**src/verilog/nvsc_defs.vh**
```
`ifndef NVSC_DEFS_VH
`define NVSC_DEFS_VH
// clock period in ns (10 MHz)
`define NVSC_CLK_NS        100
// sequence addresses
`define NVSC_SEQ_A0        13'h0000
`define NVSC_SEQ_A1        13'h1555
`define NVSC_SEQ_A2        13'h0aaa
`define NVSC_SEQ_A3        13'h1fff
`define NVSC_SEQ_A4        13'h10f0
`define NVSC_SEQ_SAVE      13'h0f0f
`define NVSC_SEQ_RESTORE   13'h0f0e
// durations in their own units
`define NVSC_SAVE_MS       10
`define NVSC_RESTORE_US    20
`define NVSC_PWRUP_US      550
// cycle counts derived from the durations
`define NVSC_SAVE_CYC      ((`NVSC_SAVE_MS * 1000000) / `NVSC_CLK_NS)
`define NVSC_RESTORE_CYC   ((`NVSC_RESTORE_US * 1000) / `NVSC_CLK_NS)
`define NVSC_PWRUP_CYC     ((`NVSC_PWRUP_US * 1000) / `NVSC_CLK_NS)
// access phase lengths in cycles (each at least one 100 ns cycle)
`define NVSC_SETUP_CYC     1
`define NVSC_STROBE_CYC    2
`define NVSC_HOLD_CYC      1
// command codes
`define NVSC_CMD_READ      2'h0
`define NVSC_CMD_WRITE     2'h1
`define NVSC_CMD_SAVE      2'h2
`define NVSC_CMD_RESTORE   2'h3
`endif

```
**src/verilog/nvsc_host.v**
```verilog
`include "nvsc_defs.vh"

// Functional notes
// [RQ1] read happens while chip select low, output enable low, strobe high
// [RQ2] thirteen address bits select one of 8,192 bytes
// [RQ3] read data follows address while selected, valid until control change
// [RQ4] write happens while chip select and strobe low, latched at end
// [RQ5] host holds address stable across entire write access
// [RQ6] host keeps output enable high throughout write access
// [RQ7] device turns off its drivers after strobe falls if enable low
// [RQ8] supply loss starts automatic save within 500ns
// [RQ9] automatic save skipped when no write since last save or restore
// [RQ10] software save always executes
// [RQ11] power-up or low supply latches restore, started above switch threshold
// [RQ12] host must not hold write state when power-up restore ends
// [RQ13] save starts after reads 0000,1555,0AAA,1FFF,10F0,0F0F in order
// [RQ14] restore starts after reads 0000,1555,0AAA,1FFF,10F0,0F0E in order
// [RQ15] any other access aborts the sequence, no save or restore
// [RQ16] sequence steps are chip-select timed reads, strobe high
// [RQ17] save erases then programs nonvolatile copy of RAM
// [RQ18] after save starts, device disables all input and output
// [RQ19] after software save, access resumes within 10 ms
// [RQ20] restore clears RAM, copies nonvolatile data, resumes within 20 us
// [RQ21] below switch threshold, software saves and writes are blocked
// [RQ22] sequence detector restarts at first step after completion or abort
module nvsc_host #(
  parameter SAVE_CYC    = `NVSC_SAVE_CYC,
  parameter RESTORE_CYC = `NVSC_RESTORE_CYC,
  parameter PWRUP_CYC   = `NVSC_PWRUP_CYC
) (
  // clock, reset and clock enable
  input  wire        clk_i,
  input  wire        arst_n_i,
  input  wire        ce_i,
  // request from the local side
  input  wire        req_valid_i,
  input  wire [1:0]  req_cmd_i,
  input  wire [12:0] req_addr_i,
  input  wire [7:0]  req_wdata_i,
  // supply monitor, high above the switch threshold
  input  wire        pwr_ok_i,
  // handshake and answer
  output wire        req_ready_o,
  output reg         rsp_valid_o,
  output reg  [7:0]  rsp_rdata_o,
  output reg         busy_o,
  // memory pins
  output reg  [12:0] mem_addr_o,
  output reg         mem_csel_n_o,
  output reg         mem_oen_n_o,
  output reg         mem_wstb_n_o,
  input  wire [7:0]  mem_data_i,
  output reg  [7:0]  mem_data_o,
  output reg         mem_data_oe_o
);

  localparam ST_IDLE  = 3'h0;
  localparam ST_SETUP = 3'h1;
  localparam ST_STRB  = 3'h2;
  localparam ST_HOLD  = 3'h3;
  localparam ST_WAIT  = 3'h4;

  // phase reload values, one less than the phase length
  localparam [23:0] SETUP_LD  = `NVSC_SETUP_CYC - 1;
  localparam [23:0] STROBE_LD = `NVSC_STROBE_CYC - 1;
  localparam [23:0] HOLD_LD   = `NVSC_HOLD_CYC - 1;
  localparam [23:0] CNT_ZERO  = 24'h000000;
  // index of the sixth and last read of a sequence
  localparam [2:0]  STEP_LAST = 3'h5;

  // state, phase counter, sequence step, command and supply history
  reg [2:0]  state_r;
  reg [2:0]  state_nxt;
  reg [23:0] cnt_r;
  reg [2:0]  step_r;
  reg [1:0]  cmd_r;
  reg        pwr_ok_d_r;

  // request taken, phase counter expired, more sequence reads to come
  wire       take_w     = req_valid_i && req_ready_o;
  wire       cnt_zero_w = (cnt_r == CNT_ZERO);
  wire       seq_more_w = cmd_r[1] && (step_r != STEP_LAST);

  // sequence address for a given step; last step depends on the command
  function [12:0] nvsc_seq_addr;
    input [2:0] step;
    input       restore;
    begin
      // steps 0 to 4 are fixed, step 5 picks save or restore
      case (step)
        3'h0:    nvsc_seq_addr = `NVSC_SEQ_A0;
        3'h1:    nvsc_seq_addr = `NVSC_SEQ_A1;
        3'h2:    nvsc_seq_addr = `NVSC_SEQ_A2;
        3'h3:    nvsc_seq_addr = `NVSC_SEQ_A3;
        3'h4:    nvsc_seq_addr = `NVSC_SEQ_A4;
        default: nvsc_seq_addr = restore ? `NVSC_SEQ_RESTORE
                                         : `NVSC_SEQ_SAVE; // [RQ13] [RQ14]
      endcase
    end
  endfunction

  // software saves are refused while the supply is low
  assign req_ready_o = (state_r == ST_IDLE) && !busy_o &&
                       !(req_cmd_i == `NVSC_CMD_SAVE && !pwr_ok_i); // [RQ21]

  // next state: setup, strobe and hold phases, then the wait of a sequence
  always @* begin
    state_nxt = state_r;
    case (state_r)
      // accept a request only when ready
      ST_IDLE:  if (take_w) state_nxt = ST_SETUP;
      ST_SETUP: if (cnt_zero_w) state_nxt = ST_STRB;
      ST_STRB:  if (cnt_zero_w) state_nxt = ST_HOLD;
      // sequence reads loop back until the sixth one is done
      ST_HOLD:  if (cnt_zero_w) begin
        if (seq_more_w)
          state_nxt = ST_SETUP;
        else if (cmd_r[1])
          state_nxt = ST_WAIT;
        else
          state_nxt = ST_IDLE;
      end
      // the device stays quiet for the save or restore duration
      ST_WAIT:  if (cnt_zero_w) state_nxt = ST_IDLE;
      default:  state_nxt = ST_IDLE;
    endcase
  end

  // sequencer and pin drivers
  always @(posedge clk_i or negedge arst_n_i) begin
    if (!arst_n_i) begin
      state_r       <= ST_IDLE;
      cnt_r         <= 24'h000000;
      step_r        <= 3'h0;
      cmd_r         <= 2'h0;
      pwr_ok_d_r    <= 1'b0;
      busy_o        <= 1'b1;
      rsp_valid_o   <= 1'b0;
      rsp_rdata_o   <= 8'h00;
      mem_addr_o    <= 13'h0000;
      mem_csel_n_o  <= 1'b1;
      mem_oen_n_o   <= 1'b1;
      mem_wstb_n_o  <= 1'b1;
      mem_data_o    <= 8'h00;
      mem_data_oe_o <= 1'b0;
    end else if (ce_i) begin
      state_r     <= state_nxt;
      // answer pulse lasts one cycle
      rsp_valid_o <= 1'b0;
      pwr_ok_d_r  <= pwr_ok_i;
      // phase counter runs down to zero
      if (cnt_r != 24'h000000)
        cnt_r <= cnt_r - 24'h000001;
      // supply return: set busy and load the power-up restore wait; strobe is not touched
      if (pwr_ok_i && !pwr_ok_d_r) begin
        busy_o <= 1'b1;
        cnt_r  <= PWRUP_CYC[23:0]; // [RQ11] [RQ12]
      end else if (!pwr_ok_i) begin
        busy_o <= 1'b1; // [RQ8] [RQ21]
      end else if (state_r == ST_IDLE && busy_o &&
                   cnt_r == 24'h000000) begin
        busy_o <= 1'b0;
      end
      case (state_r)
        // take the request and present the address
        ST_IDLE: if (take_w) begin
          cmd_r  <= req_cmd_i;
          step_r <= 3'h0; // [RQ22]
          cnt_r  <= SETUP_LD;
          // address set first, all strobes high, outputs enabled for writes
          mem_addr_o    <= req_cmd_i[1] ?
                           nvsc_seq_addr(3'h0, req_cmd_i[0])
                           : req_addr_i; // [RQ2] [RQ5]
          mem_data_o    <= req_wdata_i;
          mem_data_oe_o <= (req_cmd_i == `NVSC_CMD_WRITE);
          mem_oen_n_o   <= 1'b1; // [RQ6]
        end
        // select the device for the strobe phase
        ST_SETUP: if (cnt_zero_w) begin
          cnt_r        <= STROBE_LD;
          mem_csel_n_o <= 1'b0; // [RQ16]
          mem_wstb_n_o <= (cmd_r != `NVSC_CMD_WRITE); // [RQ4]
          mem_oen_n_o  <= (cmd_r != `NVSC_CMD_READ); // [RQ1]
        end
        // deselect, latching read data before the lines float
        ST_STRB: if (cnt_zero_w) begin
          cnt_r        <= HOLD_LD;
          mem_csel_n_o <= 1'b1; // [RQ4] write ends on rising edges
          mem_wstb_n_o <= 1'b1;
          mem_oen_n_o  <= 1'b1;
          if (cmd_r == `NVSC_CMD_READ)
            rsp_rdata_o <= mem_data_i; // [RQ3]
        end
        // release the data lines, then next step, wait or answer
        ST_HOLD: if (cnt_zero_w) begin
          mem_data_oe_o <= 1'b0;
          if (seq_more_w) begin
            // no other access intervenes between steps
            step_r     <= step_r + 3'h1; // [RQ15]
            cnt_r      <= SETUP_LD;
            mem_addr_o <= nvsc_seq_addr(step_r + 3'h1, cmd_r[0]);
          end else if (cmd_r[1]) begin
            step_r <= 3'h0; // [RQ22]
            cnt_r  <= cmd_r[0] ? RESTORE_CYC[23:0]
                               : SAVE_CYC[23:0]; // [RQ10] [RQ19] [RQ20]
          end else begin
            rsp_valid_o <= 1'b1;
          end
        end
        // save or restore time is over
        ST_WAIT: if (cnt_zero_w) begin
          rsp_valid_o <= 1'b1; // [RQ18] device quiet until here
        end
        default: ;
      endcase
    end
  end

endmodule
```
**config.mk**
```make
export PLATFORM = sky130hd
export DESIGN_NAME = nvsc_host
export DESIGN_NICKNAME = d
export VERILOG_FILES = /design/src/verilog/nvsc_host.v
export VERILOG_INCLUDE_DIRS = /design/src /design/src/verilog
export SDC_FILE = /design/constraint.sdc
export NUM_CORES = 1
export LEC_CHECK = 0
export ABC_AREA = 1
export BUFFER_PORTS_ARGS = -buffer_cell sky130_fd_sc_hd__buf_2
export CORE_UTILIZATION = 30
export CTS_CLUSTER_DIAMETER = 40
export DETAILED_ROUTE_END_ITERATION = 8
export GPL_ROUTABILITY_DRIVEN = 0
export SLEW_MARGIN = 20
export SYNTH_ARGS = -nofsm -noshare
export SYNTH_HDL_FRONTEND = slang
export SYNTH_SLANG_ARGS = --single-unit
```
**constraint.sdc**
```tcl
create_clock -name clk_i -period 1.7 [get_ports clk_i]
set_input_delay 0.17 -clock clk_i [delete_from_list [all_inputs] [get_ports clk_i]]
set_output_delay 0.17 -clock clk_i [all_outputs]
set_load 0.02 [all_outputs]
```
==> summary.md <==
| Metric | Value |
|---|---|
| Top_reg_cell synth | `dfrtp_1` |
| Max Clk Rate | `539 MHz` |
| Unrepaired setup endpoints after global routing | `yes` |
| Worst-margin pin slew | `0.418 ns` |
| Power, Total | `4.93 mW` |
| Worst path required time | `1.93 ns` |
| Warnings, synthesis | `0` |
| Syn Area/Cell | `7.94 sq um` |
| Worst skew pair latency | `0.34 ns` |
| DR vias/cell | `4.91` |
| Number of synthesized flops with an enable pin | `0` |
| Post-Route WL | `13100 microns` |
| Layout cells sized above 1 | `0.508` |
| Top-Level Pins | `72` |
| # fillers | `1233` |
| Drt first pass iters | `5` |
| CP arrival | `2.08 ns` |
| Hold WS | `0.0637 ns` |
| Synth Cell Area | `0.00421 sq mm` |
| Post-synth top area share | `0.381` |
| Full die area | `0.0145 sq mm` |
| # diodes | `0` |
| Core Area | `0.0135 sq mm` |
| R2R Setup Slk | `-0.16 ns` |
| Initial antenna violation count | `0` |
| Max-cap viol count | `0` |
| DIE WIDTH | `120 microns` |
| CP Launch Type | `register` |
| Final worst path period share | `1.09` |
| CTS root buf | `clkbuf_16` |
| Die height | `120 microns` |
| Largest cells by area after synthesis | `dfrtp_1 38%, nand2_1 12%, nand3_1 6.1%` |
| Slew Limit Headroom | `0.721` |
| Antenna-violating nets left | `0` |
| Leading cell type by number of instances after synthesis | `nand2_1` |
| #FFs+latches synth | `68` |
| Final Setup Violations | `39` |
| Average routed wire per standard cell | `14.6 microns` |
| RR Endpoint | `cnt_r[9]` |
| HP Class | `input port to register` |
| CP Class | `register to register` |
| Post-route DRC | `0` |
| # clock sinks | `68` |
| Cell taking the most area after synthesis | `dfrtp_1` |
| Rows | `42` |
| Port Buf Inserts | `71` |
| Layout Skew | `0.0130 ns` |
| FF-to-FF Start | `cnt_r[16]` |
| H-tree depth | `3` |
| Yosys cell types | `43` |
| Leakage power | `3.20 nW` |
| Nets@finish | `754` |
| PwrDens | `755 mW/mm^2` |
| Area Growth Syn to Fin | `55.1%` |
| Dpl ws | `-0.143 ns` |
| Syn nets | `572` |
| Clock transition at path regs | `0.07 ns` |
| Largest net degree at the start of global routing | `69` |
| Status | `finished with violations` |
| Worst Reg-to-Reg Cells | `10` |
| PnR worst setup slack | `-0.155 ns` |
| Final Util | `0.485` |
| Total gr overflow | `0` |
| 1st-iter DRT viols | `215` |
| CTS Buf Count | `9` |
| Slew Viols, Final | `0` |
| Hold Vio Cnt, Final | `0` |
| Peak VDD IR | `513 uV` |
| Clock Tree Buf Depth | `2` |
| Vias in the first global route | `4461` |
| Synth top cells by count | `135 x nand2_1, 68 x nor2_1, 64 x dfrtp_1, 51 x nand3_1, 32 x inv_1` |
| Mapped Cells | `530` |
| First-pass GRT wire length | `20900 microns` |
| Setup crit end | `cnt_r[9]` |
| Failing checks | `setup timing` |
| CTS tree | `yes` |
| Critical path startpoint | `cnt_r[16]` |
| Post-synthesis sequential area ratio | `0.406` |
| Min Clock Period, post-route | `1.86 ns` |
| Crit-path max FO | `7` |
| Critical path endpoint category | `register` |
| Initial core utilization | `0.313` |
| Ys async rst share | `1.00` |
| Detailed Place HPWL | `8510 microns` |
| Via count | `4388` |
| Gr usage total | `0.181` |
-- metrics by stage --
stage	instance area (sq um)	TNS, ns	std cells
finish	6520	-2.38	893
global route	6520	-6.28	893
CTS	6180	-1.21	890
detailed placement	5370	-3.68	848
global placement	5370	-1.75	848
floorplan	4230	-0.0965	530
-- sequential cells by signal (all words and copies together) (netlist names) --
name	cells
mem_wstb_n_o	1
mem_addr_o	13
rsp_rdata_o	8
cnt_r	24
mem_oen_n_o	1
state_r	3
mem_data_o	8
rsp_valid_o	1
cmd_r	2
mem_csel_n_o	1
step_r	3
mem_data_oe_o	1
busy_o	1
pwr_ok_d_r	1
-- report_power, final --
part           leakage, nW  switching [mW]  total (mW)  internal [mW]
Sequential           0.876          0.0722        1.77           1.70
Combinational         2.16           0.588        1.08          0.487
Clock                0.160           0.716        2.08           1.37
-- cells in the final DEF, fill, tap and decap left out, types with 2 or more instances in the layout --
cell	Yosys	final
a21oi_2	4	11
dfrtp_1	64	61
o21a_1	10	10
clkbuf_16	0	9
nor2_1	68	37
nor3_2	2	4
inv_1	32	27
nand3_2	4	15
ha_4	0	3
o21ai_0	16	13
nand2_2	5	21
nor2_2	7	22
clkbuf_1	6	2
dfrtp_2	0	3
o21ai_2	0	2
nand3_1	51	36
nor2_4	7	25
nand4_1	4	4
ha_2	0	2
dfstp_2	4	4
mux2_4	6	12
xor2_1	14	13
buf_2	2	70
nand3_4	1	5
o21ai_1	6	7
mux2_2	4	4
a21oi_1	19	11
nand4_4	0	2
nand2_1	135	114
clkbuf_8	0	2
buf_4	2	89
buf_12	0	4
inv_2	9	14
buf_6	4	20
o211ai_1	3	3
nand2_4	2	7
bufinv_16	0	2
nor3_1	13	11
-- cell families (layout without fill, tap and decap cells) --
logic type,after synthesis,after routing,share of synthesized area
xor gates and xnor gates,15,15,0.0312
AOI/OAI and AO/OA,62,62,0.0925
adders and majority gates,6,6,0.0178
muxes,17,17,0.0506
DFF,68,68,0.406
and+or+nand+nor,306,308,0.343
buffers and inverters,56,241,0.0595
-- repair_timing --
action / 4_1_cts / 5_1_grt
hold buffers: 1 / 0
pin swaps: 33 / 42
setup endpoints to repair: 58 / 55
endpoints found under the hold margin: 64 / 0
buffers inserted: 26 / 8
gates resized for setup: 68 / 85
cloned: 2 / 0
-- cell type report --
| cell class | instances | area, sq um | area share |
|---|---|---|---|
| Multi-Input combinational cell | 408 | 2780 | 0.425 |
| Sequential cell | 68 | 1710 | 0.262 |
| Timing Repair Buffer | 184 | 1330 | 0.204 |
| Clock buffer | 13 | 260 | 0.0399 |
| Tap cell | 176 | 220 | 0.0338 |
| Inverter | 41 | 154 | 0.0236 |
| Clock inverter | 3 | 68.8 | 0.0106 |
-- routing by layer --
metal	wire length, microns	GRT usage	up-vias
li1	-	-	2105
met1	5810	0.233	2099
met2	6240	0.295	157
met3	758	0.0396	27
met4	267	0.0733	0
met5	0	0	-
-- worst max-delay path, stage by stage (launching register included) --
cell and delay, ns:
dfrtp_1 0.39, nor2_2 0.15, nand2_2 0.09, nor2_4 0.19
nand3_4 0.16, nand2_2 0.17, nand3_1 0.21, nand2_1 0.16
nand2_1 0.06, nor2_1 0.12, nor2_1 0.05
-- how the worst min path moves through the flow --
stage,end,cells after the start,slack [ns],from
finish,mem_data_o[1],2,0.06,req_wdata_i[1]
global route,mem_data_o[3],2,0.05,req_wdata_i[3]
CTS,rsp_rdata_o[2],2,0.05,mem_data_i[2]
detailed placement,cnt_r[12],2,0.22,arst_n_i
global placement,cnt_r[12],2,0.23,arst_n_i
floorplan,cmd_r[0],0,-0.13,arst_n_i
No activity file was read; power rests on OpenSTA's default activity.
